==> src/hw/tape_seq_pkg.sv <==
package tape_seq_pkg;

	// ************************************************************
	// Timing
	// ************************************************************
	localparam int CLK_PERIOD_NS = 20;
	localparam int ROM_CYCLE_NS = 400;
	localparam int ROM_DIV = (ROM_CYCLE_NS + CLK_PERIOD_NS - 1) / CLK_PERIOD_NS;
	localparam int SETTLE_TIME_US = 24;
	localparam logic [15:0] SETTLE_PRELOAD = 16'h0040;
	localparam int FWD_TIME_US = 5000;
	localparam int FWD_PRELOAD_DEF = FWD_TIME_US * 1000 / ROM_CYCLE_NS;
	localparam logic [15:0] SCAN_PRELOAD = 16'h000F;
	localparam logic [15:0] SENSE_BASE_PRELOAD = 16'h0005;
	localparam logic [15:0] SENSE_EXT_PRELOAD = 16'h0012;
	localparam int SENSE_BYTES = 24;
	localparam int DRIVES = 16;

	// ************************************************************
	// Register map and fields
	// ************************************************************
	localparam logic [5:0] REG_CMD = 6'h00;
	localparam logic [5:0] REG_STATUS = 6'h01;
	localparam logic [5:0] REG_CELL = 6'h02;
	localparam logic [5:0] REG_MODEL = 6'h03;
	localparam logic [5:0] REG_FLAGS = 6'h04;
	localparam logic [5:0] REG_DONE = 6'h05;
	localparam logic [5:0] REG_PATH = 6'h06;
	localparam logic [5:0] REG_SENSE = 6'h20;
	localparam int CMD_START_BIT = 7;
	localparam int CMD_OP_LSB = 4;
	localparam int FLAG_ZCF_BIT = 0;
	localparam int FLAG_DROP_BIT = 1;
	localparam logic [7:0] STATUS_RST = 8'h00;
	localparam logic [7:0] DEVICE_END_MASK = 8'h04;
	localparam logic [7:0] CELL_RELOAD_RST = 8'h0F;
	localparam logic [2:0] MODEL_RST = 3'h1;

	// ************************************************************
	// Types
	// ************************************************************
	typedef enum logic [2:0] {
		OP_STOP = 3'h0, OP_WRITE = 3'h1, OP_LWR = 3'h2, OP_READF = 3'h3,
		OP_READB = 3'h4, OP_SENSE = 3'h5, OP_REWIND = 3'h6, OP_UNLOAD = 3'h7
	} op_t;

	typedef enum logic [3:0] {
		ST_IDLE = 4'h0, ST_SCAN = 4'h1, ST_ADDR = 4'h3, ST_CMDF = 4'h2,
		ST_STAT = 4'h6, ST_PFST = 4'h7, ST_PFDAT = 4'h5, ST_FETCH = 4'h4,
		ST_DIR = 4'hC, ST_TFWD = 4'hD, ST_TSTOP = 4'hF, ST_TSET = 4'hE,
		ST_SETTLE = 4'hA, ST_RUN = 4'hB, ST_SENSE = 4'h8
	} seq_state_t;

	typedef enum logic [1:0] {TM_HOLD = 2'h0, TM_ROM = 2'h1, TM_CELL = 2'h2} timer_mode_t;

	typedef struct packed {
		logic select_out;
		logic address_out;
		logic command_out;
		logic service_out;
		logic [7:0] bus_out;
	} chan_in_t;

	typedef struct packed {
		logic request_in;
		logic address_in;
		logic status_in;
		logic service_in;
		logic [7:0] bus_in;
	} chan_out_t;

	typedef struct packed {
		logic [15:0] ready;
		logic sel_not_ready;
		logic select_ready;
		logic backward_memory;
	} drive_in_t;

	typedef struct packed {
		logic [3:0] select;
		logic go;
		logic backward;
		logic rewind;
		logic set_read;
		logic set_write;
		logic set_forward;
		logic set_backward;
	} drive_out_t;

	// Turnaround preload pair per drive model: {stop delay, settle delay}
	function automatic logic [31:0] turn_pair(input logic [2:0] model);
		case (model)
			3'h0: turn_pair = {16'h7000, 16'hB000};
			3'h1: turn_pair = {16'h4000, 16'h6000};
			3'h2: turn_pair = {16'h5000, 16'h5000};
			3'h3: turn_pair = {16'h5000, 16'h5000};
			3'h4: turn_pair = {16'h4000, 16'h6000};
			3'h5: turn_pair = {16'h9000, 16'hE000};
			default: turn_pair = {16'h4000, 16'h6000};
		endcase
	endfunction

	// Sense byte index for a counter value in each phase
	function automatic logic [4:0] sense_index(input logic phase, input logic [4:0] cnt);
		sense_index = phase ? 5'(5'd24 - cnt) : 5'(5'd5 - cnt);
	endfunction

endpackage
==> src/hw/cell_paced_timer.sv <==
`timescale 1ns/1ps
module cell_paced_timer #(
	parameter int W = 16
) (
	input wire logic clk_i,
	input wire logic arst_n_i,
	input wire logic load_i,
	input wire logic [W-1:0] load_value_i,
	input wire tape_seq_pkg::timer_mode_t mode_i,
	input wire logic dec_i,
	input wire logic rom_tick_i,
	input wire logic [7:0] cell_reload_i,
	output logic [W-1:0] count_o,
	output logic zero_o
);
	import tape_seq_pkg::*;

	// ************************************************************
	// Counters
	// ************************************************************
	logic [W-1:0] general_down_counter;
	logic [7:0] cell_period_counter;
	logic cell_zero;
	logic step;

	if (W < 16) begin : g_bad_width
		$error("counter too narrow for turnaround preloads");
	end

	// Decrement sources: microcode step, cycle pace or cell expiry
	assign cell_zero = (cell_period_counter == 8'h00);
	assign step = dec_i | ((mode_i == TM_ROM) & rom_tick_i) | ((mode_i == TM_CELL) & cell_zero);
	assign count_o = general_down_counter;
	assign zero_o = (general_down_counter == '0);

	// Cell counter reloads on expiry, general counter drops by one
	always_ff @(posedge clk_i or negedge arst_n_i) begin
		if (!arst_n_i) begin
			general_down_counter <= '0;
			cell_period_counter <= 8'h00;
		end else if (load_i) begin
			general_down_counter <= load_value_i;
			cell_period_counter <= cell_reload_i;
		end else begin
			if (step && !zero_o) begin
				general_down_counter <= general_down_counter - 1'b1;
			end
			if (mode_i == TM_CELL) begin
				cell_period_counter <= cell_zero ? cell_reload_i : cell_period_counter - 8'h01;
			end
		end
	end
endmodule

==> src/hw/tape_channel_sequencer.sv <==
// Chosen here: the strobed register port and the placing of the registers.
`timescale 1ns/1ps
// How it works
// - Service pending: request, select, no address
// - Undeliverable status sets pending, raises request
// - Address, command rise and fall, then status
// - Pending presentation uses stored drive address
// - Per-drive completion latch armed by busy
// - Rewind busy; not-ready fall sets completion
// - Any completion pending raises request
// - Scan counter from 15 for matching drive
// - Address with forced device end, then status
// - First service cycle no data, second data
// - Three bytes fetched before tape motion
// - Command instead of data sets zero-count fault
// - Counter value selects presented sense byte
// - Without strap only six sense bytes
// - Go, backward, rewind latches steer drive
// - Sample last direction, turnaround on reversal
// - Same direction settle: 40 hex cycles
// - Cell counter paces general counter
// - Turnaround: stop delay, then settle delay
// - Write then backward: five ms forward
// - Turnaround preloads chosen per drive model
// - Select-ready drop forces address zero
// - Final flag marks ending versus initial status
module tape_channel_sequencer #(
	parameter int GPC_W = 16,
	parameter int FWD_PRELOAD = tape_seq_pkg::FWD_PRELOAD_DEF
) (
	input wire logic clk_i,
	input wire logic arst_n_i,
	input wire logic [5:0] addr_i,
	input wire logic [31:0] wdata_i,
	input wire logic wr_i,
	input wire logic rd_i,
	output logic [31:0] rdata_o,
	input wire tape_seq_pkg::chan_in_t chan_i,
	output tape_seq_pkg::chan_out_t chan_o,
	input wire tape_seq_pkg::drive_in_t drive_i,
	output tape_seq_pkg::drive_out_t drive_o,
	input wire logic ext_sense_i
);
	import tape_seq_pkg::*;

	if (GPC_W < 16 || FWD_PRELOAD < 1 || FWD_PRELOAD >= (1 << GPC_W)) begin : g_bad_param
		$error("counter width or forward preload out of range");
	end

	// ************************************************************
	// Input synchronisers
	// ************************************************************
	localparam int SYNC_W = 32;
	logic [SYNC_W-1:0] raw;
	logic [SYNC_W-1:0] sync;
	chan_in_t cs;
	drive_in_t ds;
	logic ext_s;

	assign raw = {chan_i, drive_i, ext_sense_i};
	for (genvar gi = 0; gi < SYNC_W; gi++) begin : g_sync
		logic meta;
		logic stage;
		// Two flops per pin bit
		always_ff @(posedge clk_i or negedge arst_n_i) begin
			if (!arst_n_i) begin
				meta <= 1'b0;
				stage <= 1'b0;
			end else begin
				meta <= raw[gi];
				stage <= meta;
			end
		end
		assign sync[gi] = stage;
	end
	assign cs = sync[31:20];
	assign ds = sync[19:1];
	assign ext_s = sync[0];

	// ************************************************************
	// Edge detection and cycle pacing
	// ************************************************************
	logic cmd_q;
	logic svc_q;
	logic nr_q;
	logic rdy_q;
	logic [15:0] ready_q;
	logic [4:0] div_cnt;
	logic rom_tick;

	// Previous values of synchronised levels
	always_ff @(posedge clk_i or negedge arst_n_i) begin
		if (!arst_n_i) begin
			cmd_q <= 1'b0;
			svc_q <= 1'b0;
			nr_q <= 1'b0;
			rdy_q <= 1'b0;
			ready_q <= 16'h0000;
		end else begin
			cmd_q <= cs.command_out;
			svc_q <= cs.service_out;
			nr_q <= ds.sel_not_ready;
			rdy_q <= ds.select_ready;
			ready_q <= ds.ready;
		end
	end

	// Microcode cycle enable
	assign rom_tick = (div_cnt == 5'(ROM_DIV - 1));
	always_ff @(posedge clk_i or negedge arst_n_i) begin
		if (!arst_n_i) begin
			div_cnt <= 5'h00;
		end else begin
			div_cnt <= rom_tick ? 5'h00 : div_cnt + 5'h01;
		end
	end

	logic cmd_rise;
	logic svc_rise;
	logic nr_fall;
	logic sr_fall;
	assign cmd_rise = cs.command_out & ~cmd_q;
	assign svc_rise = cs.service_out & ~svc_q;
	assign nr_fall = nr_q & ~ds.sel_not_ready;
	assign sr_fall = rdy_q & ~ds.select_ready;

	// ************************************************************
	// Software registers
	// ************************************************************
	logic [7:0] status_byte;
	logic [7:0] cell_period_reload;
	logic [2:0] model;
	logic [7:0] sense_mem [SENSE_BYTES];
	logic sw_start;
	op_t sw_op;
	logic [3:0] sw_drive;
	logic clr_zcf;
	logic clr_drop;
	logic sense_wr;

	assign sw_start = wr_i & (addr_i == REG_CMD) & wdata_i[CMD_START_BIT];
	assign sw_op = op_t'(wdata_i[CMD_OP_LSB +: 3]);
	assign sw_drive = wdata_i[3:0];
	assign clr_zcf = wr_i & (addr_i == REG_FLAGS) & wdata_i[FLAG_ZCF_BIT];
	assign clr_drop = wr_i & (addr_i == REG_FLAGS) & wdata_i[FLAG_DROP_BIT];
	assign sense_wr = wr_i & addr_i[5] & (addr_i[4:0] < 5'(SENSE_BYTES));

	// Plain storage registers
	always_ff @(posedge clk_i or negedge arst_n_i) begin
		if (!arst_n_i) begin
			status_byte <= STATUS_RST;
			cell_period_reload <= CELL_RELOAD_RST;
			model <= MODEL_RST;
			for (int i = 0; i < SENSE_BYTES; i++) begin
				sense_mem[i] <= 8'h00;
			end
		end else begin
			if (wr_i && addr_i == REG_STATUS) begin
				status_byte <= wdata_i[7:0];
			end
			if (wr_i && addr_i == REG_CELL) begin
				cell_period_reload <= wdata_i[7:0];
			end
			if (wr_i && addr_i == REG_MODEL) begin
				model <= wdata_i[2:0];
			end
			if (sense_wr) begin
				sense_mem[addr_i[4:0]] <= wdata_i[7:0];
			end
		end
	end

	// ************************************************************
	// Sequencer state
	// ************************************************************
	seq_state_t state, next_state;
	logic [3:0] drive_addr, next_drive;
	logic int_pend, next_int_pend;
	logic svc_pend, next_svc_pend;
	logic final_status, next_final;
	logic zero_count_fault, next_zcf;
	logic select_ready_drop;
	logic forced_de, next_forced;
	logic go, next_go;
	logic backward, next_backward;
	logic rewind, next_rewind;
	logic [3:0] set_lines, next_set_lines;
	logic write_fetch, next_wfetch;
	logic [1:0] fetch_cnt, next_fcnt;
	logic [7:0] data_path [3];
	logic sense_phase, next_phase;
	logic [7:0] bus_q, next_bus;
	logic cmd_bwd, next_cmd_bwd;
	logic cmd_write, next_cmd_write;
	logic last_write, next_last_write;
	timer_mode_t tmode, next_tmode;
	logic [15:0] busy;
	logic [15:0] completion_pending_latch;
	logic [15:0] completion_line;
	logic [15:0] done_clr;
	logic t_load, t_dec, arm, ack_done, capture;
	logic [GPC_W-1:0] t_value;
	logic [GPC_W-1:0] gcount;
	logic gzero;
	logic [31:0] pair;
	logic [3:0] set_value;
	logic [4:0] nxt_idx;
	logic sel_hit;
	logic request;
	logic sense_last;

	assign pair = turn_pair(model);
	assign set_value = {~cmd_write, cmd_write, ~cmd_bwd, cmd_bwd};
	assign nxt_idx = sense_index(sense_phase, 5'(gcount - 1'b1));
	assign sense_last = sense_phase ? (gcount == GPC_W'(1)) : gzero;
	assign request = (int_pend | (|completion_pending_latch)) & (state == ST_IDLE);
	assign sel_hit = request & cs.select_out & ~cs.address_out;

	cell_paced_timer #(.W(GPC_W)) u_timer (
		.clk_i(clk_i),
		.arst_n_i(arst_n_i),
		.load_i(t_load),
		.load_value_i(t_value),
		.mode_i(tmode),
		.dec_i(t_dec),
		.rom_tick_i(rom_tick),
		.cell_reload_i(cell_period_reload),
		.count_o(gcount),
		.zero_o(gzero)
	);

	// Per-drive completion lines and latches
	for (genvar gd = 0; gd < DRIVES; gd++) begin : g_done
		assign completion_line[gd] = busy[gd] & (ds.ready[gd] & ~ready_q[gd]
			| nr_fall & (drive_addr == 4'(gd)));
	end
	assign done_clr = ack_done ? (16'h0001 << drive_addr) : 16'h0000;

	// Next state of the sequencer
	always_comb begin
		next_state = state;
		next_drive = drive_addr;
		next_int_pend = int_pend;
		next_svc_pend = svc_pend;
		next_final = final_status;
		next_zcf = zero_count_fault & ~clr_zcf;
		next_forced = forced_de;
		next_go = go;
		next_backward = backward;
		next_rewind = rewind;
		next_set_lines = set_lines;
		next_wfetch = write_fetch;
		next_fcnt = fetch_cnt;
		next_phase = sense_phase;
		next_bus = bus_q;
		next_cmd_bwd = cmd_bwd;
		next_cmd_write = cmd_write;
		next_last_write = last_write;
		next_tmode = tmode;
		t_load = 1'b0;
		t_value = '0;
		t_dec = 1'b0;
		arm = 1'b0;
		ack_done = 1'b0;
		capture = 1'b0;
		case (state)
			ST_IDLE: begin
				if (sel_hit) begin
					next_svc_pend = 1'b1;
					if (int_pend) begin
						next_bus = {4'h0, drive_addr};
						next_forced = 1'b0;
						next_state = ST_ADDR;
					end else begin
						t_load = 1'b1;
						t_value = GPC_W'(SCAN_PRELOAD);
						next_tmode = TM_HOLD;
						next_state = ST_SCAN;
					end
				end else if (sw_start) begin
					case (sw_op)
						OP_WRITE, OP_LWR: begin
							next_drive = sw_drive;
							arm = 1'b1;
							next_cmd_bwd = 1'b0;
							next_cmd_write = 1'b1;
							next_final = 1'b0;
							next_bus = status_byte;
							next_wfetch = 1'b0;
							next_fcnt = 2'h0;
							next_state = ST_PFST;
						end
						OP_READF, OP_READB: begin
							next_drive = sw_drive;
							arm = 1'b1;
							next_cmd_bwd = (sw_op == OP_READB);
							next_cmd_write = 1'b0;
							next_state = ST_DIR;
						end
						OP_SENSE: begin
							t_load = 1'b1;
							t_value = GPC_W'(SENSE_BASE_PRELOAD);
							next_tmode = TM_HOLD;
							next_phase = 1'b0;
							next_bus = sense_mem[0];
							next_state = ST_SENSE;
						end
						OP_REWIND, OP_UNLOAD: begin
							next_drive = sw_drive;
							arm = 1'b1;
							next_go = 1'b0;
							next_rewind = 1'b1;
						end
						default: begin
							next_go = 1'b0;
							next_rewind = 1'b0;
						end
					endcase
				end
			end
			ST_SCAN: begin
				if (completion_pending_latch[gcount[3:0]]) begin
					next_drive = gcount[3:0];
					next_bus = {4'h0, gcount[3:0]};
					next_forced = 1'b1;
					next_state = ST_ADDR;
				end else if (gzero) begin
					next_svc_pend = 1'b0;
					next_state = ST_IDLE;
				end else begin
					t_dec = 1'b1;
				end
			end
			ST_ADDR: begin
				if (cmd_rise) begin
					next_state = ST_CMDF;
				end
			end
			ST_CMDF: begin
				if (!cs.command_out) begin
					next_bus = status_byte | (forced_de ? DEVICE_END_MASK : 8'h00);
					next_final = 1'b1;
					next_state = ST_STAT;
				end
			end
			ST_STAT: begin
				if (svc_rise) begin
					next_int_pend = 1'b0;
					next_svc_pend = 1'b0;
					ack_done = forced_de;
					next_state = ST_IDLE;
				end else if (cmd_rise) begin
					next_int_pend = 1'b1;
					next_svc_pend = 1'b0;
					next_state = ST_IDLE;
				end
			end
			ST_PFST: begin
				if (svc_rise) begin
					next_state = ST_PFDAT;
				end else if (cmd_rise) begin
					next_int_pend = 1'b1;
					next_state = ST_IDLE;
				end
			end
			ST_PFDAT: begin
				if (svc_rise) begin
					capture = 1'b1;
					next_fcnt = 2'h1;
					next_wfetch = 1'b1;
					next_state = ST_FETCH;
				end else if (cmd_rise) begin
					next_zcf = 1'b1;
					next_state = ST_IDLE;
				end
			end
			ST_FETCH: begin
				if (svc_rise) begin
					capture = 1'b1;
					next_fcnt = 2'(fetch_cnt + 2'h1);
					if (fetch_cnt == 2'h2) begin
						next_state = ST_DIR;
					end
				end
			end
			ST_DIR: begin
				t_load = 1'b1;
				if (cmd_bwd != ds.backward_memory) begin
					if (last_write && cmd_bwd) begin
						next_go = 1'b1;
						next_backward = 1'b0;
						t_value = GPC_W'(FWD_PRELOAD);
						next_tmode = TM_ROM;
						next_state = ST_TFWD;
					end else begin
						next_go = 1'b0;
						t_value = GPC_W'(pair[31:16]);
						next_tmode = TM_CELL;
						next_state = ST_TSTOP;
					end
				end else begin
					next_set_lines = set_value;
					t_value = GPC_W'(SETTLE_PRELOAD);
					next_tmode = TM_ROM;
					next_state = ST_SETTLE;
				end
			end
			ST_TFWD: begin
				if (gzero) begin
					next_go = 1'b0;
					t_load = 1'b1;
					t_value = GPC_W'(pair[31:16]);
					next_tmode = TM_CELL;
					next_state = ST_TSTOP;
				end
			end
			ST_TSTOP: begin
				if (gzero) begin
					next_set_lines = set_value;
					next_backward = cmd_bwd;
					t_load = 1'b1;
					t_value = GPC_W'(pair[15:0]);
					next_state = ST_TSET;
				end
			end
			ST_TSET, ST_SETTLE: begin
				if (gzero) begin
					next_set_lines = 4'h0;
					next_go = 1'b1;
					next_backward = cmd_bwd;
					next_last_write = cmd_write;
					next_tmode = TM_HOLD;
					next_state = ST_RUN;
				end
			end
			ST_RUN: begin
				if (sw_start && sw_op == OP_STOP) begin
					next_go = 1'b0;
					next_state = ST_IDLE;
				end
			end
			ST_SENSE: begin
				if (svc_rise) begin
					if (!sense_last) begin
						t_dec = 1'b1;
						next_bus = sense_mem[nxt_idx];
					end else if (!sense_phase && ext_s) begin
						t_load = 1'b1;
						t_value = GPC_W'(SENSE_EXT_PRELOAD);
						next_phase = 1'b1;
						next_bus = sense_mem[6];
					end else begin
						next_bus = status_byte;
						next_final = 1'b1;
						next_forced = 1'b0;
						next_state = ST_STAT;
					end
				end
			end
			default: begin
				next_state = ST_IDLE;
			end
		endcase
		if (sr_fall) begin
			next_state = ST_IDLE;
			next_go = 1'b0;
			next_set_lines = 4'h0;
			next_tmode = TM_HOLD;
		end
	end

	// Sequencer flops
	always_ff @(posedge clk_i or negedge arst_n_i) begin
		if (!arst_n_i) begin
			state <= ST_IDLE;
			{drive_addr, int_pend, svc_pend, final_status, zero_count_fault} <= 8'h00;
			{forced_de, go, backward, rewind, set_lines, write_fetch} <= 9'h000;
			{fetch_cnt, sense_phase, bus_q, cmd_bwd, cmd_write, last_write} <= 14'h0000;
			tmode <= TM_HOLD;
		end else begin
			state <= next_state;
			{drive_addr, int_pend, svc_pend, final_status} <= {next_drive, next_int_pend,
				next_svc_pend, next_final};
			zero_count_fault <= next_zcf;
			{forced_de, go, backward, rewind} <= {next_forced, next_go, next_backward, next_rewind};
			{set_lines, write_fetch, fetch_cnt} <= {next_set_lines, next_wfetch, next_fcnt};
			{sense_phase, bus_q} <= {next_phase, next_bus};
			{cmd_bwd, cmd_write, last_write} <= {next_cmd_bwd, next_cmd_write, next_last_write};
			tmode <= next_tmode;
		end
	end

	// Busy arms completion; completion set wins over acknowledge
	always_ff @(posedge clk_i or negedge arst_n_i) begin
		if (!arst_n_i) begin
			busy <= 16'h0000;
			completion_pending_latch <= 16'h0000;
			select_ready_drop <= 1'b0;
			data_path <= '{8'h00, 8'h00, 8'h00};
		end else begin
			busy <= (busy & ~completion_line) | (arm ? (16'h0001 << next_drive) : 16'h0000);
			completion_pending_latch <= (completion_pending_latch & ~done_clr) | completion_line;
			select_ready_drop <= (select_ready_drop & ~clr_drop) | sr_fall;
			if (capture) begin
				data_path[fetch_cnt] <= cs.bus_out;
			end
		end
	end

	// ************************************************************
	// Outputs and read-back
	// ************************************************************
	logic [31:0] rd_mux;

	assign chan_o.request_in = request;
	assign chan_o.address_in = (state == ST_ADDR);
	assign chan_o.status_in = (state == ST_STAT) | (state == ST_PFST);
	assign chan_o.service_in = (state == ST_PFDAT) | (state == ST_FETCH) | (state == ST_SENSE);
	assign chan_o.bus_in = bus_q;
	assign drive_o = {drive_addr, go, backward, rewind, set_lines};

	// Read selection, microcode address shown beside drive address
	assign rd_mux = (addr_i == REG_CMD) ? {20'h00000, state, 4'h0, drive_addr}
		: (addr_i == REG_STATUS) ? {24'h000000, status_byte}
		: (addr_i == REG_CELL) ? {24'h000000, cell_period_reload}
		: (addr_i == REG_MODEL) ? {29'h00000000, model}
		: (addr_i == REG_FLAGS) ? {23'h000000, rewind, backward, go, write_fetch,
			final_status, svc_pend, int_pend, select_ready_drop, zero_count_fault}
		: (addr_i == REG_DONE) ? {busy, completion_pending_latch}
		: (addr_i == REG_PATH) ? {8'h00, data_path[2], data_path[1], data_path[0]}
		: 32'h00000000;

	// Read data one cycle after the strobe, zero otherwise
	always_ff @(posedge clk_i or negedge arst_n_i) begin
		if (!arst_n_i) begin
			rdata_o <= 32'h00000000;
		end else begin
			rdata_o <= rd_i ? rd_mux : 32'h00000000;
		end
	end
endmodule

==> config.mk <==
export PLATFORM = sky130hd
export DESIGN_NAME = tape_channel_sequencer
export DESIGN_NICKNAME = d
export VERILOG_FILES = /design/src/hw/tape_seq_pkg.sv /design/src/hw/cell_paced_timer.sv /design/src/hw/tape_channel_sequencer.sv
export SDC_FILE = /design/constraint.sdc
export NUM_CORES = 1
export LEC_CHECK = 0
export ABC_AREA = 1
export BUFFER_PORTS_ARGS = -buffer_cell sky130_fd_sc_hd__buf_2
export CORE_MARGIN = 2
export CORE_UTILIZATION = 45
export CTS_CLUSTER_SIZE = 12
export DETAILED_ROUTE_END_ITERATION = 10
export PLACE_DENSITY = 0.63
export RECOVER_POWER = 50
export SLEW_MARGIN = 15
export SYNTH_ARGS = -nofsm -noshare
export SYNTH_HDL_FRONTEND = slang
export SYNTH_HIERARCHICAL = 1
export SYNTH_SLANG_ARGS = --single-unit
export TNS_END_PERCENT = 10
==> constraint.sdc <==
create_clock -name clk_i -period 8.6 [get_ports clk_i]
set_input_delay 1.72 -clock clk_i [delete_from_list [all_inputs] [get_ports clk_i]]
set_output_delay 1.72 -clock clk_i [all_outputs]
set_load 0.05 [all_outputs]
# Yosys cells after proc, flatten, opt, wreduce, memory -nomap -nowiden
# Index checks and enable logic that the tools add are counted.
[totals] inputBits=74 wordCells=600 output_inout_bits=55 ff_bits=450
[classes] add_sub_neg=6 mux=178 reduce_logical=60 shifts=2 eq_ne=96 magnitude_cmp=7 n_bitwise=126
[op_table] cell="$mux W32" count=7
[op_table] cell="$bwmux W192" count=1
[op_table] cell="$mux W16" count=9
[op_table] cell="$mux W8" count=15
[op_table] cell="$mux W4" count=29
[op_table] cell="$pmux W32 S3" count=1
[op_table] cell="$pmux W16 S5" count=1
[op_table] cell="$and A1 B1 Y1" count=66
[op_table] cell="$mux W1" count=64
[op_table] cell="$eq A4 B4 Y1 const B" count=15
[op_table] cell="$pmux W4 S14" count=1
[op_table] cell="$ne A3 B3 Y1 const B" count=18
[op_table] cell="$bmux W8 S5" count=1
[op_table] cell="$demux W8 S5" count=1
[op_table] cell="$ne A2 B2 Y1 const B" count=17
[op_table] cell="$and A16 B16 Y16" count=2
[op_table] cell="$eq A4 B3 Y1 const B" count=8
[op_table] cell="$mux W2" count=16
[op_table] cell="$not A16 Y16" count=2
[op_table] cell="$or A16 B16 Y16" count=2
[op_table] cell="$pmux W8 S4" count=1
[op_table] cell="$shl A1 B4 Y16 const A" count=2
[op_table] cell="$not A1 Y1" count=27
[op_table] cell="$mux W5" count=5
[op_table] cell="other kinds (73)" count=164

# Logic depth before layout (Yosys ltp)
[depth] ltp_word=10 depth_mapped=22 ltp_nobuf=21

# Modules after synthesis
# The synthesis kept the hierarchy.
[by_module_without_submodules] module="tape_channel_sequencer" cells_per_inst=2430 n_inst=1 area_per_inst_um2=19865.3
[by_module_without_submodules] module="cell_paced_timer" cells_per_inst=282 n_inst=1 area_per_inst_um2=1789.2

# Least setup slack after synthesis
# OpenSTA, ideal clock, no wires.
[synth_timing] path_kind="input to register" start="input port addr_i[2]" end="register u_timer.cell_period_counter[0]" cell_stages=14 arrival_time_ns=3.529 setup_slack_ns=4.941 setup_ns=0.130 cell_sequence="buf_4 nor2_1 nand2_1 nor2_8 nand3_4 nor2_1 nand2_1 inv_1 a21oi_2 nand3_1 a21oi_1 clkinv_1 o211ai_1 o21ai_0"
[synth_between] elab_chain_len=7 elab_cells_between_ends=8 cone_classes="mux (4); bitwise (2); reduce/logical (2)"
[synth_lines] element="from (decl)" line_no="tape_channel_sequencer.sv:33" source="input wire logic [5:0] addr_i,"
[synth_lines] element="$logic_not A6 Y1 (*)" line_no="tape_channel_sequencer.sv:141" source="assign sw_start = wr_i & (addr_i == REG_CMD) & wdata_i[CMD_START_BIT];"
[synth_lines] element="$and A1 B1 Y1 (*) (2 in series)" line_no="tape_channel_sequencer.sv:141"
[synth_lines] element="$mux W1 (*)" line_no="tape_channel_sequencer.sv:280" source="end else if (sw_start) begin"
[synth_lines] element="$mux W1 (*)" line_no="tape_channel_sequencer.sv:268" source="if (sel_hit) begin"
[synth_lines] element="$pmux W1 S4 (*)" line_no="tape_channel_sequencer.sv:266" source="case (state)"
[synth_lines] element="via t_load" line_no="tape_channel_sequencer.sv:201" source="logic t_load, t_dec, arm, ack_done, capture;"
[synth_lines] element="$mux W8 / $reduce_bool A2 Y1 (equally long branches)"
[synth_lines] element="to (signal assigned)" line_no="cell_paced_timer.sv:43" source="cell_period_counter <= cell_reload_i;"
[synth_lines] element="to (signal assigned)" line_no="cell_paced_timer.sv:49" source="cell_period_counter <= cell_zero ? cell_reload_i : cell_period_counter - 8'h01;"
[synth_lines] element="to (decl)" line_no="cell_paced_timer.sv:22" source="logic [7:0] cell_period_counter;"
# The timed path passes the listed nets; every way through them passes the cells marked *.
# A chain may end at the register's enable or synchronous reset.

# Worst setup path in the final report
[layout_timing] start="input port addr_i[4]" end="register u_timer.cell_period_counter[2]"
# The elaborated chain is that of the path after synthesis.

==> results.json <==
{
  "coreArea_um2": 47650,
  "slowest_delay_ns": 2.32,
  "start_kind": "input port",
  "ir_drop_uv": 178.0,
  "fill_cells": 4608,
  "crit_path_end_kind": "flip-flop",
  "min_from": "g_sync[27].meta",
  "dieArea_um2": 49890,
  "cts-root-buf": "clkbuf_16",
  "ys.flop_type": "dfrtp_1",
  "cp_top_family": "simple AND/OR/NAND/NOR gates",
  "setup_viol": 0,
  "cp.arrival_ns": 7.08,
  "power_density_nw_per_um2": 356.0,
  "path_common_cell": "o21ai_0",
  "cts.repair.resized": 0,
  "reg2reg_depth": 14,
  "met1_usage_pct": 40.57,
  "vias": 18990,
  "track_usage_pct": 26.64,
  "die_x_um": 223.4,
  "placedInstanceArea_um2": 22520,
  "rr_startpoint": "u_timer/count_o[0]",
  "synth_edf_count": 0,
  "grt_max_degree": 149,
  "hpwl_mm": 44.53,
  "crit_required_ns": 9.06,
  "fin_crit_ns": 6.612,
  "finalHoldViolations": 0,
  "critPathBufInv": 5,
  "fin_tns_setup_ns": 0,
  "vias_per_cell": 5.562,
  "max_freq_ghz": 0.1512,
  "grtUsageMet2_pct": 39.80,
  "pre_cts_ws_ns": 2.500,
  "final_nets": 2846,
  "violations": "max-capacitance violations, max-slew violations",
  "rsz0062_at_grt": "no",
  "ant_nets": 0,
  "crit_chain": "clkbuf_1, nor2_1, inv_2, nor2_8, nand3_4, nor2_1, nand2_1, inv_1, a21oi_2, nand3_1, inv_1, buf_4, o21ai_0, o21ai_0, nand2_1, o21ai_0",
  "top_usage_layer": "met1",
  "antenna_found_initial": 0,
  "cp.depth": 16,
  "area_delta_synth_final_pct": 11.33,
  "drc": 0,
  "yosysWarnings": 6,
  "cts_buffer_depth": 3,
  "ys_async_sr_fraction_pct": 100.0,
  "clkLatencyLatePin_ns": 0.60,
  "worst_slew_pin_slew_ns": 4.339,
  "critPathMaxFanout": 47,
  "synth.distinct_cells": 57,
  "floorplan.initialDensity_pct": 45.45,
  "wirelength_mm": 65.86,
  "io-pin-count": 129,
  "htreeDepth": 2,
  "first_pass_iters": 5,
  "ys_ff_latch": 450,
  "whs_path_depth": 0,
  "yosysSeqAreaShare_pct": 52.03,
  "num_rows": 80,
  "synth.top_cells.by_area": "dfrtp_1 51%, nand2_1 14%, nand3_1 7.6%, o21ai_0 7.0%, inv_1 3.6%",
  "drive_gt1_share_pct": 9.689,
  "cap_violations": 3,
  "power.leakage_nw": 11.62,
  "cts_setup_buffers": 0,
  "postSynthAreaPerCell_um2": 7.985,
  "met3_usage_pct": 3.846,
  "yosysTopAreaCellShare_pct": 51.42,
  "ff2ff_setup_slack_ns": 3.62,
  "drt-wirelength-per-cell_um": 19.29,
  "first_global_vias": 17875,
  "cp_slowest_cell": "nor2_1",
  "slew-limit-headroom_pct": -189.3,
  "cts_buffers": 50,
  "synth.cells.most_frequent": "808 x nand2_1, 445 x dfrtp_1, 328 x nand3_1, 305 x o21ai_0, 205 x inv_1",
  "final_area_um2": 24110,
  "cts_tree": "built",
  "clkTransAtPathRegs_ns": 0.06,
  "min_to": "g_sync[27].stage",
  "r2r_end": "u_timer/cell_period_counter[1]",
  "fin_ws_ns": 1.988,
  "clock-sinks": 450,
  "worstSetupPathType": "in2reg",
  "die_h_um": 223.4,
  "gp_congestion": 0.9560,
  "clock_skew_ns": 0.02376,
  "grt_pass1_wl_mm": 103.8,
  "yosys.cell_count.top_type": "nand2_1",
  "report.final.slew_viol_count": 195,
  "grt_overflow": 0,
  "yosys.area.top_type": "dfrtp_1",
  "synthCells": 2712,
  "syn-cell-area_um2": 21650,
  "period_share_pct": 76.88,
  "postCtsHoldBufs": 0,
  "drtIter0Drc": 2042,
  "run_status": "finished with violations",
  "io_buffers": 104,
  "hold_class": "reg2reg"
}
==> cell usage in the layout, fill, tap and decap left out, drive strengths merged, types with 4 or more instances in the layout <==
master and n:
o21ai 309, clkbuf 80, nor2 193, inv 220, nor4 6, nand3 338, o211ai 14, xor2 4
nand4 16, nor3 25, a31oi 10, or2 7, o22ai 21, a21boi 6, nand2 823, dfrtp 445
dfstp 5, xnor2 5, clkinv 11, ha 11, a21oi 98, buf 114, nand3b 10, conb 5
==> sequential cells by signal (all words and copies together) (netlist names), 4 cells and up <==
name                         count
data_path                       24
ready_q                         16
g_sync.stage                    31
bus_q                            8
u_timer/count_o                 16
set_lines                        4
u_timer/cell_period_counter      8
sense_mem                      192
completion_pending_latch        16
status_byte                      8
rdata_o                         32
busy                            16
div_cnt                          5
g_sync.meta                     32
cell_period_reload               8
drive_addr                       4
state                            4
==> worst max-delay path by stage <==
stage,end,slack [ns],start
3_3_place_gp,u_timer/cell_period_counter[0],2.55,wdata_i[4]
5_1_grt,rdata_o[8],1.47,arst_n_i
3_5_place_dp,u_timer/cell_period_counter[1],2.50,wdata_i[4]
4_1_cts,u_timer/cell_period_counter[1],3.12,wdata_i[4]
2_1_floorplan,u_timer/cell_period_counter[0],4.94,addr_i[2]
6_report,u_timer/cell_period_counter[2],1.99,addr_i[4]
==> metal layers <==
metal / part of all wire [%] / wire length, um / vias to the layer above
met3: 6.8 / 4503 / 79
met1: 47 / 31060 / 9274
met5: 0 / 0 / -
met2: 44 / 29040 / 688
li1: - / - / 8949
met4: 1.9 / 1252 / 0
==> power breakdown <==
group          internal (mW)  switching (mW)  total (mW)
clock                   1.26           0.882        2.15
combinational           1.02            2.63        3.66
sequential              2.44           0.338        2.78
==> final cells by class <==
cell class	count	area, um^2	share of cell area (%)
Sequential cell	450	11270	46.74
Antenna cell	2	5.005	0.02076
Timing Repair Buffer	121	645.6	2.678
Inverter	222	835.8	3.467
Tap cell	615	769.5	3.192
Multi-Input combinational cell	1916	8946	37.11
Clock buffer	73	1459	6.051
Clock inverter	15	180.2	0.7474
==> stage by stage <==
step	utilization, %	total power, mW	cells	hold WS (ns)
2_1_floorplan	-	5.313	2716	0.3312
3_3_place_gp	47.26	6.348	3324	0.3340
3_5_place_dp	47.26	6.399	3324	0.3347
4_1_cts	50.70	8.571	3412	0.3471
5_1_grt	50.59	9.142	3412	0.3521
6_report	50.60	8.582	3414	0.3418
==> cells by family (layout without fill, tap and decap cells) <==
| logic type | Yosys count | after routing | share of synthesized area [%] |
|---|---|---|---|
| buffers and inverters | 350 | 431 | 6.627 |
| other | 1 | 7 | 0.01732 |
| adder cells (fa/ha/maj) | 11 | 11 | 0.6356 |
| AND/OR/NAND/NOR | 1421 | 1421 | 28.79 |
| AO/OA/AOI/OAI | 470 | 470 | 11.54 |
| flip-flops | 450 | 450 | 52.03 |
| XOR/XNOR | 9 | 9 | 0.3640 |
No activity file was read; power rests on OpenSTA's default activity.
